**src/logic/aclr_pkg.sv**
```systemverilog
// Package for the ASCII command line receiver: codes, timing, carriers
package aclr_pkg;

  // ==========================================================
  // Character codes
  localparam logic [7:0] CH_SPACE = 8'h20;
  localparam logic [7:0] CH_BKSP = 8'h80;
  localparam logic [7:0] CH_ESC = 8'h1B;
  localparam logic [7:0] CH_CR = 8'h0D;
  localparam logic [7:0] CH_LF = 8'h0A;
  localparam logic [7:0] CH_LOWER_A = 8'h61;
  localparam logic [7:0] CH_LOWER_Z = 8'h7A;
  localparam logic [7:0] CASE_BIT = 8'h20;

  // ==========================================================
  // Frame and baud
  localparam int DATA_BITS = 8;
  localparam int STOP_BITS = 1;
  localparam int CLK_HZ = 25000000;
  localparam int BAUD_0 = 9600;
  localparam int BAUD_1 = 19200;
  localparam int BAUD_2 = 38400;
  localparam int BAUD_3 = 56700;
  localparam int OVS = 16;
  localparam logic [15:0] DIV_0 = 16'(CLK_HZ / (BAUD_0 * OVS));
  localparam logic [15:0] DIV_1 = 16'(CLK_HZ / (BAUD_1 * OVS));
  localparam logic [15:0] DIV_2 = 16'(CLK_HZ / (BAUD_2 * OVS));
  localparam logic [15:0] DIV_3 = 16'(CLK_HZ / (BAUD_3 * OVS));
  localparam logic [3:0] OVS_MID = 4'h7;
  localparam logic [3:0] OVS_LAST = 4'hF;
  localparam logic [3:0] BIT_LAST = 4'h7;

  // ==========================================================
  // Reply kinds and carriers
  typedef enum logic [2:0] {
    ACLR_RPL_NONE, ACLR_RPL_NULL, ACLR_RPL_COMERR, ACLR_RPL_OVFL
  } aclr_reply_e;

  typedef struct packed {
    logic valid;
    logic [7:0] data;
    logic frame_err;
  } aclr_rxchar_s;

  typedef struct packed {
    logic valid;
    logic [7:0] data;
  } aclr_txchar_s;

endpackage

```
**src/logic/aclr_receiver.sv**
```systemverilog
// Command line receiver: line buffer, editing codes, reply generation
`timescale 1ns/1ps
module aclr_receiver
  import aclr_pkg::*;
#(
  parameter int DEPTH = 32
) (
  input wire logic mclk,
  input wire logic nrst,
  input wire logic [1:0] baud_sel,
  input wire logic rxd,
  input wire logic [$clog2(DEPTH)-1:0] rd_idx,
  input wire logic line_ack,
  input wire logic syntax_err,
  input wire logic word_signed,
  input wire logic tx_ready,
  output logic [7:0] rd_char,
  output logic line_valid,
  output logic [$clog2(DEPTH):0] line_len,
  output logic value_signed,
  output aclr_txchar_s tx_out,
  output logic busy
);

  localparam int AW = $clog2(DEPTH);
  localparam logic [AW:0] LEN_FULL = (AW+1)'(DEPTH);
  localparam int MSG_LEN = 20;
  localparam logic [4:0] M_NULL = 5'h00;

  typedef enum {ACLR_IDLE, ACLR_HOLD, ACLR_SEND} aclr_st_e;

  // ==========================================================
  // Helpers
  function automatic logic [7:0] fold_case(input logic [7:0] c);
    if (c >= CH_LOWER_A && c <= CH_LOWER_Z) begin
      return c & ~CASE_BIT;
    end
    return c;
  endfunction

  // Reply text left aligned in a fixed field; msg_len gives its length
  function automatic logic [7:0] msg_char(input aclr_reply_e k, input logic syn, input logic [4:0] i);
    logic [8*MSG_LEN-1:0] s;
    s = '0;
    if (syn) begin
      s = {"Syntax Error", CH_CR, CH_LF, 48'h0};
    end else begin
      case (k)
        ACLR_RPL_COMERR: s = {CH_CR, CH_LF, "COM Error", CH_CR, CH_LF, 56'h0};
        ACLR_RPL_OVFL: s = {CH_CR, CH_LF, "Buffer Overflow", CH_CR, CH_LF, 8'h0};
        default: s = {CH_CR, CH_LF, 144'h0};
      endcase
    end
    return s[8*(MSG_LEN-1-int'(i)) +: 8];
  endfunction

  function automatic logic [4:0] msg_len(input aclr_reply_e k, input logic syn);
    if (syn) begin
      return 5'h0E;
    end
    case (k)
      ACLR_RPL_COMERR: return 5'h0D;
      ACLR_RPL_OVFL: return 5'h13;
      default: return 5'h02;
    endcase
  endfunction

  // ==========================================================
  // Receiver
  aclr_rxchar_s rx;

  aclr_uart_rx u_rx (
    .mclk(mclk),
    .nrst(nrst),
    .baud_sel(baud_sel),
    .rxd(rxd),
    .rx_out(rx)
  );

  // ==========================================================
  // State
  logic [7:0] buf_mem [DEPTH];
  logic [7:0] buf_next [DEPTH];
  logic [AW:0] len_reg, len_next;
  logic ovf_reg, ovf_next;
  aclr_st_e st_reg, st_next;
  aclr_reply_e kind_reg, kind_next;
  logic syn_reg, syn_next;
  logic [4:0] pos_reg, pos_next;
  logic lv_reg, lv_next;
  logic vs_reg, vs_next;
  aclr_txchar_s tx_reg, tx_next;
  logic [7:0] rdc_reg, rdc_next;
  logic [7:0] c;

  always_comb begin
    buf_next = buf_mem;
    len_next = len_reg;
    ovf_next = ovf_reg;
    st_next = st_reg;
    kind_next = kind_reg;
    syn_next = syn_reg;
    pos_next = pos_reg;
    lv_next = lv_reg;
    vs_next = word_signed;
    tx_next = tx_reg;
    rdc_next = buf_mem[rd_idx];
    c = fold_case(rx.data);
    if (tx_reg.valid && tx_ready) begin
      tx_next.valid = 1'b0;
    end
    // Characters arriving outside idle are dropped: there is no receive buffer
    case (st_reg)
      ACLR_IDLE: begin
        if (rx.valid) begin
          if (rx.frame_err) begin
            kind_next = ACLR_RPL_COMERR;
            syn_next = 1'b0;
            pos_next = M_NULL;
            len_next = '0;
            ovf_next = 1'b0;
            st_next = ACLR_SEND;
          end else if (c == CH_SPACE) begin
            len_next = len_reg;
          end else if (c == CH_ESC) begin
            len_next = '0;
            ovf_next = 1'b0;
            kind_next = ACLR_RPL_NULL;
            syn_next = 1'b0;
            pos_next = M_NULL;
            st_next = ACLR_SEND;
          end else if (c == CH_BKSP) begin
            if (len_reg != '0) begin
              len_next = len_reg - 1'b1;
            end
          end else if (c == CH_CR) begin
            if (ovf_reg) begin
              kind_next = ACLR_RPL_OVFL;
              syn_next = 1'b0;
              pos_next = M_NULL;
              len_next = '0;
              ovf_next = 1'b0;
              st_next = ACLR_SEND;
            end else begin
              lv_next = 1'b1;
              st_next = ACLR_HOLD;
            end
          end else if (len_reg == LEN_FULL) begin
            ovf_next = 1'b1;
          end else begin
            buf_next[len_reg[AW-1:0]] = c;
            len_next = len_reg + 1'b1;
          end
        end
      end
      ACLR_HOLD: begin
        if (line_ack) begin
          lv_next = 1'b0;
          syn_next = syntax_err;
          kind_next = ACLR_RPL_NULL;
          pos_next = M_NULL;
          len_next = '0;
          st_next = ACLR_SEND;
        end
      end
      // The closing LF may still wait on tx_ready after busy drops
      ACLR_SEND: begin
        if (!tx_reg.valid || tx_ready) begin
          tx_next.valid = 1'b1;
          tx_next.data = msg_char(kind_reg, syn_reg, pos_reg);
          pos_next = pos_reg + 5'h01;
          if (pos_reg + 5'h01 == msg_len(kind_reg, syn_reg)) begin
            st_next = ACLR_IDLE;
          end
        end
      end
      default: st_next = ACLR_IDLE;
    endcase
  end

  always_ff @(posedge mclk) begin
    if (!nrst) begin
      for (int i = 0; i < DEPTH; i++) begin
        buf_mem[i] <= '0;
      end
      len_reg <= '0;
      ovf_reg <= 1'b0;
      st_reg <= ACLR_IDLE;
      kind_reg <= ACLR_RPL_NONE;
      syn_reg <= 1'b0;
      pos_reg <= '0;
      lv_reg <= 1'b0;
      vs_reg <= 1'b0;
      tx_reg <= '0;
      rdc_reg <= '0;
    end else begin
      buf_mem <= buf_next;
      len_reg <= len_next;
      ovf_reg <= ovf_next;
      st_reg <= st_next;
      kind_reg <= kind_next;
      syn_reg <= syn_next;
      pos_reg <= pos_next;
      lv_reg <= lv_next;
      vs_reg <= vs_next;
      tx_reg <= tx_next;
      rdc_reg <= rdc_next;
    end
  end

  // ==========================================================
  // Outputs
  logic busy_reg;
  always_ff @(posedge mclk) begin
    if (!nrst) begin
      busy_reg <= 1'b0;
    end else begin
      busy_reg <= (st_next != ACLR_IDLE);
    end
  end

  assign rd_char = rdc_reg;
  assign line_valid = lv_reg;
  assign line_len = len_reg;
  assign value_signed = vs_reg;
  assign tx_out = tx_reg;
  assign busy = busy_reg;

  // ==========================================================
  // Checks
  a_space_not_stored: assert property (@(posedge mclk) disable iff (!nrst)
    (st_reg == ACLR_IDLE && rx.valid && !rx.frame_err && rx.data == CH_SPACE) |=> $stable(len_reg))
    else $error("space changed buffer length");
  a_bksp_removes: assert property (@(posedge mclk) disable iff (!nrst)
    (st_reg == ACLR_IDLE && rx.valid && !rx.frame_err && rx.data == CH_BKSP && len_reg != '0)
    |=> len_reg == $past(len_reg) - 1'b1)
    else $error("backspace did not remove a character");
  a_bksp_empty: assert property (@(posedge mclk) disable iff (!nrst)
    (st_reg == ACLR_IDLE && rx.valid && !rx.frame_err && rx.data == CH_BKSP && len_reg == '0)
    |=> len_reg == '0 && st_reg == ACLR_IDLE)
    else $error("backspace on empty buffer had effect");
  a_esc_clears: assert property (@(posedge mclk) disable iff (!nrst)
    (st_reg == ACLR_IDLE && rx.valid && !rx.frame_err && rx.data == CH_ESC) |=> len_reg == '0 && st_reg == ACLR_SEND)
    else $error("escape did not clear buffer");
  a_esc_reply: assert property (@(posedge mclk) disable iff (!nrst)
    (st_reg == ACLR_IDLE && rx.valid && !rx.frame_err && rx.data == CH_ESC) |=> kind_reg == ACLR_RPL_NULL && !syn_reg)
    else $error("escape reply is not the null reply");
  a_cr_handoff: assert property (@(posedge mclk) disable iff (!nrst)
    (st_reg == ACLR_IDLE && rx.valid && !rx.frame_err && rx.data == CH_CR && !ovf_reg) |=> line_valid)
    else $error("carriage return did not hand off line");
  a_case_fold: assert property (@(posedge mclk) disable iff (!nrst)
    (st_reg == ACLR_IDLE && rx.valid && !rx.frame_err && rx.data == CH_LOWER_A && len_reg < LEN_FULL)
    |=> buf_mem[$past(len_reg[AW-1:0])] == (CH_LOWER_A & ~CASE_BIT))
    else $error("lower case not folded");
  a_comerr_reply: assert property (@(posedge mclk) disable iff (!nrst)
    (rx.valid && rx.frame_err && st_reg == ACLR_IDLE) |=> kind_reg == ACLR_RPL_COMERR && st_reg == ACLR_SEND)
    else $error("framing fault did not start COM error reply");
  a_lf_after_cr: assert property (@(posedge mclk) disable iff (!nrst)
    (tx_reg.valid && tx_ready && tx_reg.data == CH_CR && st_reg == ACLR_SEND) |=> tx_reg.data == CH_LF)
    else $error("CR not followed by LF");
  a_lf_last: assert property (@(posedge mclk) disable iff (!nrst)
    (st_reg == ACLR_SEND && st_next == ACLR_IDLE) |=> tx_reg.valid && tx_reg.data == CH_LF)
    else $error("reply did not end with LF");
  a_tx_hold: assert property (@(posedge mclk) disable iff (!nrst)
    (tx_reg.valid && !tx_ready) |=> tx_reg.valid && $stable(tx_reg.data))
    else $error("reply character dropped before it was taken");
  a_ovf_set: assert property (@(posedge mclk) disable iff (!nrst)
    (st_reg == ACLR_IDLE && rx.valid && !rx.frame_err && len_reg == LEN_FULL
      && rx.data >= CH_LOWER_A && rx.data <= CH_LOWER_Z) |=> ovf_reg)
    else $error("character beyond buffer did not set overflow");
  a_ovf_reply: assert property (@(posedge mclk) disable iff (!nrst)
    (st_reg == ACLR_IDLE && rx.valid && !rx.frame_err && rx.data == CH_CR && ovf_reg)
    |=> kind_reg == ACLR_RPL_OVFL && st_reg == ACLR_SEND && !line_valid)
    else $error("overflowed line did not start overflow reply");
  a_line_hold: assert property (@(posedge mclk) disable iff (!nrst)
    (line_valid && !line_ack) |=> line_valid)
    else $error("line hand-off dropped before acknowledge");
  a_syn_reply: assert property (@(posedge mclk) disable iff (!nrst)
    (st_reg == ACLR_HOLD && line_ack) |=> st_reg == ACLR_SEND && syn_reg == $past(syntax_err))
    else $error("syntax flag not taken at hand-off");
  c_esc: cover property (@(posedge mclk) st_reg == ACLR_IDLE && rx.valid && rx.data == CH_ESC);
  c_line: cover property (@(posedge mclk) line_valid && line_ack);
  c_ovf: cover property (@(posedge mclk) ovf_reg && st_next == ACLR_SEND);
  c_err: cover property (@(posedge mclk) rx.valid && rx.frame_err);
  c_syn: cover property (@(posedge mclk) st_reg == ACLR_HOLD && line_ack && syntax_err);

endmodule

```
**src/logic/aclr_uart_rx.sv**
```systemverilog
// Serial receiver: 8 data bits, no parity, 1 stop bit, selectable baud
`timescale 1ns/1ps
module aclr_uart_rx
  import aclr_pkg::*;
(
  input wire logic mclk,
  input wire logic nrst,
  input wire logic [1:0] baud_sel,
  input wire logic rxd,
  output aclr_rxchar_s rx_out
);

  typedef enum {ACLR_RX_IDLE, ACLR_RX_START, ACLR_RX_DATA, ACLR_RX_STOP} aclr_rxst_e;

  aclr_rxst_e st_reg, st_next;
  logic [15:0] div_reg, div_next;
  logic [3:0] ovs_reg, ovs_next;
  logic [3:0] bit_reg, bit_next;
  logic line_reg, line_next;
  logic [7:0] sh_reg, sh_next;
  aclr_rxchar_s out_reg, out_next;
  logic tick;
  logic [15:0] div_top;

  // ==========================================================
  // Oversampling tick divider
  always_comb begin
    case (baud_sel)
      2'h0: div_top = DIV_0;
      2'h1: div_top = DIV_1;
      2'h2: div_top = DIV_2;
      default: div_top = DIV_3;
    endcase
  end
  assign tick = (div_reg == 16'h0000);

  always_comb begin
    div_next = tick ? div_top - 16'h0001 : div_reg - 16'h0001;
    st_next = st_reg;
    ovs_next = tick ? ovs_reg + 4'h1 : ovs_reg;
    bit_next = bit_reg;
    line_next = rxd;
    sh_next = sh_reg;
    out_next = '0;
    case (st_reg)
      ACLR_RX_IDLE: begin
        ovs_next = '0;
        // Falling edge only: a low stop bit must not restart a frame
        if (!rxd && line_reg) begin
          st_next = ACLR_RX_START;
        end
      end
      ACLR_RX_START: begin
        if (tick && ovs_reg == OVS_MID) begin
          ovs_next = '0;
          bit_next = '0;
          st_next = rxd ? ACLR_RX_IDLE : ACLR_RX_DATA;
        end
      end
      ACLR_RX_DATA: begin
        if (tick && ovs_reg == OVS_LAST) begin
          sh_next = {rxd, sh_reg[7:1]};
          bit_next = bit_reg + 4'h1;
          if (bit_reg == BIT_LAST) begin
            st_next = ACLR_RX_STOP;
          end
        end
      end
      ACLR_RX_STOP: begin
        if (tick && ovs_reg == OVS_LAST) begin
          out_next.valid = 1'b1;
          out_next.data = sh_reg;
          out_next.frame_err = !rxd;
          st_next = ACLR_RX_IDLE;
        end
      end
      default: st_next = ACLR_RX_IDLE;
    endcase
  end

  always_ff @(posedge mclk) begin
    if (!nrst) begin
      st_reg <= ACLR_RX_IDLE;
      div_reg <= '0;
      ovs_reg <= '0;
      bit_reg <= '0;
      line_reg <= 1'b1;
      sh_reg <= '0;
      out_reg <= '0;
    end else begin
      st_reg <= st_next;
      div_reg <= div_next;
      ovs_reg <= ovs_next;
      bit_reg <= bit_next;
      line_reg <= line_next;
      sh_reg <= sh_next;
      out_reg <= out_next;
    end
  end

  assign rx_out = out_reg;

endmodule

```
**config.mk**
```make
export PLATFORM = sky130hd
export DESIGN_NAME = aclr_receiver
export DESIGN_NICKNAME = d
export VERILOG_FILES = /design/src/logic/aclr_pkg.sv /design/src/logic/aclr_receiver.sv /design/src/logic/aclr_uart_rx.sv
export SDC_FILE = /design/constraint.sdc
export NUM_CORES = 1
export LEC_CHECK = 0
export BUFFER_PORTS_ARGS = -buffer_cell sky130_fd_sc_hd__buf_4
export CORE_MARGIN = 5
export CORE_UTILIZATION = 45
export CTS_CLUSTER_SIZE = 14
export DETAILED_ROUTE_END_ITERATION = 16
export PLACE_DENSITY_LB_ADDON = 0.15
export SETUP_SLACK_MARGIN = 0.5
export SLEW_MARGIN = 20
export SYNTH_ARGS = -nofsm -noshare
export SYNTH_HDL_FRONTEND = slang
export SYNTH_SLANG_ARGS = --single-unit
```
**constraint.sdc**
```tcl
create_clock -name mclk -period 3.7 [get_ports mclk]
set_input_delay 1.11 -clock mclk [delete_from_list [all_inputs] [get_ports mclk]]
set_output_delay 1.11 -clock mclk [all_outputs]
set_load 0.01 [all_outputs]
```
==> metrics.txt, run 1 <==
Hold Path Depth 2; CTS tree yes; Synth async-reset ratio 0%; WP data required about 4 ns; Ys Warns 0; Syn Inst Count 1624; antenna violations before repair 0; Worst Path Max Fanout 32; Num CTS Buffers 42; minimum clock period 2.88 ns; syn avg cell area 10.5 sq um; outcome complete, no violations; Routed WL 41900 um; max FFs per register 256; dpl hpwl 26400 um; Buf/Inv on CP 2; worst reg2reg path depth 8; flop2flop setup slack 0.82 ns; Initial Util 45.3%; leak pwr 8.51 nW; diodes inserted 0; worst hold-check path type flop to flop; Die W 204 um; I/O pin count 40; core area 0.0375 sq mm; CTS Hold Buffers Added 0; Slew headroom 39.7%; vias in the first global route 11800; share of layout cells above drive strength 1 between 10% and 20%; drt drc 0; via count 12100; DRT iter0 DRCs 815; pin count of the biggest net entering global routing 97; Pwr Density 475 mW/mm^2; critical path type flop to flop; Die Y 204 um; Routed Antenna Nets 0; Worst Hold End buf_mem[221]; dominant synthesized flop cell dfxtp_1; reg-to-reg critical path endpoint buf_mem[145]; final hold violations 0; Yosys reg bits between 300 and 400; post-synthesis sequential area ratio 43.3%; # Post-CTS Setup Buffers 0; number of fill cells in the layout 3411; Layout Nets 1673; Reg clk slew, reported paths 0.06 ns; Min Hold Slack 0.458 ns; IO buf count 38; Pins Over Slew Limit 0; total grt overflow 0; delay-heaviest family, CP simple AND/OR/NAND/NOR gates; number of iterations in the first detailed-routing pass 5; maximum clock path buffer count 3; synth-to-layout area growth 13.2%; CP Cell Sequence inv_1, ha_1, and3_1, a2111oi_4, buf_12, nand4_2, mux2i_1, nor2_1; Fmax 347 MHz; Post-synth EDFFs 0; CP max stage cell nand4_2; Placer Congestion 0.881; Skew-Pair Late Insertion Delay 0.56 ns; number of vias per cell 5.54; worst hold start buf_mem[221]; worst vdd ir 0.389 mV; Synth Cell Area 0.0170 sq mm; setup violators final 0; post-synthesis cell type count 77; RSZ-0062 raised after global routing no; DIE AREA 0.0417 sq mm; Routed wire per std cell 19.2 um; GRT Overall Usage 20.2%; Critical Path End Type flop; number of gates resized after CTS 0; final worst-path cycle share 77.9%; Max stage delay on crit path 0.51 ns; Critical R2R Launch line_len[0]; num rows 71; first-pass GRT wire length between 60000 and 70000 um; CTS H-tree depth 2; Root Buffer clkbuf_16; setup TNS 0 ns; maximum capacitance violations 0; worst slew pin tran 0.905 ns; critical path startpoint category flop; clock skew slightly above 0.009 ns; CP arrival approximately 3.3 ns; CTS sink count 367
[metal layers]
metal / wire, um / GRT usage [%] / up-vias
met1: 19300 / 27.7 / 5895
met4: 918 / 5.65 / 0
met3: 1780 / 2.86 / 62
li1: - / - / 5857
met5: 0 / 0 / -
met2: 20000 / 33.5 / 269
[where the power goes]
group          internal (mW)  switching, mW  total, mW
clock                   2.59           1.64       4.23
combinational          0.304          0.441      0.744
sequential              4.06         0.0917       4.15
[cell type report]
class,count,area (sq um),share of cell area [%]
Clock buffer,62,1240,6.44
Clock inverter,12,175,0.911
Inverter,21,86.3,0.449
Multi-Input combinational cell,1140,9160,47.6
Sequential cell,367,7350,38.2
Tap cell,511,639,3.33
Timing Repair Buffer,67,582,3.03
[per-stage QoR]
stage	cell area [sq um]	utilization [%]	std cells	power (mW)	setup slack [ns]
detailed placement	17800	47.5	2106	4.98	0.666
global placement	17800	47.5	2105	4.97	0.685
floorplan	17100	-	1654	4.82	0.504
global route	19200	51.3	2180	9.50	0.658
CTS	19200	51.3	2180	9.24	0.799
finish	19200	51.3	2180	9.12	0.819
[cells in the final DEF, fill, tap and decap left out, types with 30 or more instances in the layout]
| cell | instances |
|---|---|
| clkbuf_16 | 43 |
| dfxtp_1 | 367 |
| mux4_2 | 81 |
| conb_1 | 31 |
| nand2_1 | 43 |
| buf_4 | 60 |
| mux2i_1 | 244 |
| nand4_4 | 30 |
| nor2_1 | 296 |
| nand3_1 | 55 |
| a21oi_1 | 34 |
| o21ai_0 | 43 |
[kinds of logic (layout without fill, tap and decap cells)]
logic type	count (synthesis)	after routing	share of synthesized area, %
fa+ha+maj	20	20	1.47
other cells	1	31	0.0221
buf+inv	147	162	3.62
mux	325	325	25.1
simple gates	556	556	18.1
xor+xnor	29	29	1.50
compound gates	179	179	6.95
flops	367	367	43.3
[cells in the mapped netlist (14+ instances only)]
cell,number,share of area [%]
inv_1,18,0.40
dfxtp_1,367,43
nand4_4,30,3.8
mux2i_1,244,14
xnor2_1,16,0.82
mux4_2,81,11
o21ai_0,43,1.3
and2_1,14,0.52
nor3_1,28,0.82
a21oi_1,34,1.0
nand3_1,55,1.6
clkbuf_1,94,2.1
nor2_1,296,6.5
nand2b_1,15,0.55
o21ai_1,15,0.44
ha_1,20,1.5
nand2_1,43,0.95
[worst register-to-register path: stages (launching register included)]
cell and delay [ns]:
dfxtp_1 0.47, inv_1 0.14, ha_1 0.28, and3_1 0.24, a2111oi_4 0.34, buf_12 0.37, nand4_2 0.52, mux2i_1 0.34
nor2_1 0.06
[worst max path at each step]
stage / startpoint / endpoint / slack, ns / cells after the start
6_report: line_len[0] / buf_mem[145] / 0.82 / 8
5_1_grt: line_len[0] / buf_mem[148] / 0.66 / 8
4_1_cts: line_len[0] / buf_mem[145] / 0.80 / 8
3_5_place_dp: rd_idx[1] / rd_char[7] / 0.67 / 6
3_3_place_gp: rd_idx[1] / rd_char[7] / 0.68 / 6
2_1_floorplan: rd_idx[1] / rd_char[7] / 0.50 / 7
Note: power is estimated with default switching activity, not from simulation.
==> inputs of run 2 (changes only) <==
--- a/config.mk
+++ b/config.mk
@@ -5,6 +5,7 @@
 export SDC_FILE = /design/constraint.sdc
 export NUM_CORES = 1
 export LEC_CHECK = 0
+export ABC_AREA = 1
 export BUFFER_PORTS_ARGS = -buffer_cell sky130_fd_sc_hd__buf_4
 export CORE_MARGIN = 5
 export CORE_UTILIZATION = 45
==> constraint.sdc (replaced) <==
create_clock -name mclk -period 2.5 [get_ports mclk]
set_input_delay 0.75 -clock mclk [delete_from_list [all_inputs] [get_ports mclk]]
set_output_delay 0.75 -clock mclk [all_outputs]
set_load 0.01 [all_outputs]
==> run 2 against run 1 <==
Register-to-register slack got worse by 0.52 ns. Global-route usage rose by 5.7 points. Sequential cell count did not move. Synthesized cell count rose by 50%. Final area rose by 20%. Largest power group unchanged. Setup slack got worse by 0.52 ns. Count of clock-buffer cells in the layout fell by 3. Power rose by 58%. Cell count rose by 42%. First-iteration DRC count rose by 110%. Via count rose by 48%. Sequential share of layout area fell by 6.2 points.
==> metrics.txt, run 2 <==
synth-to-layout area growth 35.1%; max FFs per register 256; number of iterations in the first detailed-routing pass 6; WP data required around 3 ns; CP arrival 2.64 ns; adder-cell share of the synthesized area roughly 1.5%; most frequent cells in the layout dfxtp_1, nand2_1, nor2_1, nand3_1, a21oi_1; CP max stage cell dfxtp_4; Max stage delay on crit path 0.39 ns; Initial Util between 40% and 50%; diodes inserted 0; Placer Congestion 0.880; number of fill cells in the layout 3342; Die Y 205 um; RSZ-0062 raised after global routing yes; share of layout cells above drive strength 1 26.7%; Synth Area in Simple Gates 28.6%; I/O pin count 40; Skew-Pair Late Insertion Delay 0.55 ns; CTS sink count 367; dpl hpwl around 35000 um; drt drc 0; CP Cell Sequence nor2_4, nand3_1, nand2_1, inv_2, nand2_2, nand2_4, inv_2, nand2_4, nand2_4, nor3_4, buf_12, buf_8, buf_16, buf_12, nand2_8, nand2_2, a21oi_2; DIE AREA around 0.042 sq mm; storage element area 0.00738 sq mm; GRT Overall Usage 25.9%; Finished Cell Area 0.0231 sq mm; Layout Nets 2581; Slew headroom a little under two fifths; Synth async-reset ratio 0%; most common library cell in the layout ignoring fill and taps dfxtp_1; outcome complete, no violations; Post-synth EDFFs 0; Ys Warns 0; minimum clock period between 2 and 2.5 ns; leak pwr around 8.1 nW; antenna violations before repair 0; Pins Over Slew Limit 0; multi-input logic area around 0.011 sq mm; dominant synthesized flop cell dfxtp_1; maximum capacitance violations 0; number of vias per cell 5.80; Num CTS Buffers 41; setup violators final 0; Pwr Density 624 mW/mm^2; largest family of logic cells by synthesized area simple AND/OR/NAND/NOR gates; critical path startpoint category flop; mux contribution to synthesized area 0%; Yosys top cell area share 43.0%; vias in the first global route 16400; CTS H-tree depth 2; Synth Area in Compound Gates 19.2%; Reg clk slew, reported paths 0.06 ns; clock skew about 0.015 ns; final worst-path cycle share 88.0%; Syn Inst Count about 2400; Routed Antenna Nets 0; Critical Path End Type flop; syn avg cell area 7.00 sq um; worst slew pin tran 0.936 ns; worst hold-check path type input pin to flop; synth cell count leaders nand2_1, dfxtp_1, nand3_1; synth top area cells dfxtp_1, nand2_1, nand3_1, a21oi_1, nor2_1; final hold violations 0; area leader, netlist dfxtp_1; maximum clock path buffer count 3; CTS tree yes; Worst Path Max Fanout 8; IO buf count 38; Synth Cell Area 0.0171 sq mm; most frequent cell after synthesis nand2_1; Die W 205 um; Yosys reg bits around 370; CP dominant cell by count nand2_4; setup TNS 0 ns; Routed wire per std cell between 15 and 20 um; Root Buffer clkbuf_16; worst vdd ir around 0.57 mV; first-pass GRT wire length 88400 um; num rows 71; post-synthesis sequential area ratio 43.0%; critical path type flop to flop; core area between 0.03 and 0.04 sq mm; XOR/XNOR Fraction of Synth Area ~1.2%; pin count of the biggest net entering global routing 81; Fmax approximately 450 MHz; via count 17900; post-synthesis cell type count 40; Routed WL just under 60000 um; area post-placement 0.0183 sq mm; total grt overflow 0; CTS Hold Buffers Added 0; DRT iter0 DRCs 1697
## run 2: changes by cell type after synthesis, moves of 15 or more
cell      before  now
nand2_1       43  465
nand3_1       55  342
a21oi_1       34  314
mux2i_1      244    0
o21ai_0       43  199
mux4_2        81    0
inv_1         18   90
o221ai_1       2   52
clkbuf_1      94  128
nand4_4       30    0
buf_4          6   23
nand2b_1      15    0
## run 2: logic make-up after synthesis
group,Yosys count
and+or+nand+nor,1156
AOI/OAI and AO/OA,603
DFF,367
buffers and inverters,268
xor gates and xnor gates,23
adders and majority gates,20
other,1
## run 2: final cells by class
cell class / instances / share of cell area (%)
sequential: 367 / 32.0
clock buffer: 59 / 5.36
clock inverter: 17 / 0.743
timing repair buffer: 200 / 10.8
multi-input combinational: 1834 / 46.6
inverter: 103 / 1.74
tap: 511 / 2.77
## run 2: path summary, 6_finish.rpt
check                 start             end  slack [ns]  cells past startpoint
max reg2reg  u_rx.rx_out[3]    buf_mem[100]        0.30                     17
min             word_signed    value_signed        0.39                      3
max          u_rx.rx_out[3]    buf_mem[100]        0.30                     17
min reg2reg  u_rx.sh_reg[0]  u_rx.rx_out[1]        0.44                      2
## run 2: layer usage
metal | track usage (%) | part of all wire (%) | wire length (um) | vias up
met5 | 0 | 0 | 0 | -
met2 | 42.3 | 47 | 27900 | 756
met4 | 10.0 | 3.7 | 2200 | 0
met3 | 3.86 | 7.7 | 4560 | 148
met1 | 34.7 | 41 | 24400 | 8475
li1 | - | - | - | 8538
## run 2: worst max-delay path, delay by kind of cell (launching register included)
kind	cells	cell delay, ns
and+or+nand+nor	10	0.90
DFF	1	0.39
AOI/OAI and AO/OA	1	0.05
buffers and inverters	6	0.73
## run 2: power breakdown
part	internal [mW]	total, mW	switching, mW
combinational	0.757	1.93	1.17
sequential	6.01	6.16	0.143
clock	3.76	6.30	2.54
total	10.5	14.4	3.86
## run 2: through the flow
step | total power [mW] | cells | hold slack [ns] | worst slack (ns) | utilization (%)
after floorplan | 7.38 | 2468 | 0.408 | 0.444 | -
after global placement | 7.78 | 2944 | 0.431 | 0.125 | 48.8
after detailed placement | 7.81 | 2944 | 0.431 | 0.129 | 48.8
after CTS | 14.2 | 3058 | 0.365 | 0.362 | 55.8
after global routing | 14.9 | 3091 | 0.405 | 0.207 | 61.4
final | 14.4 | 3091 | 0.387 | 0.300 | 61.4
## run 2: timing repair
action	in CTS	in global routing
gates resized for setup	173	434
pin swaps	57	132
setup buffers	24	24
hold endpoints to repair	0	0
setup endpoints to repair	299	306
gates cloned	14	9
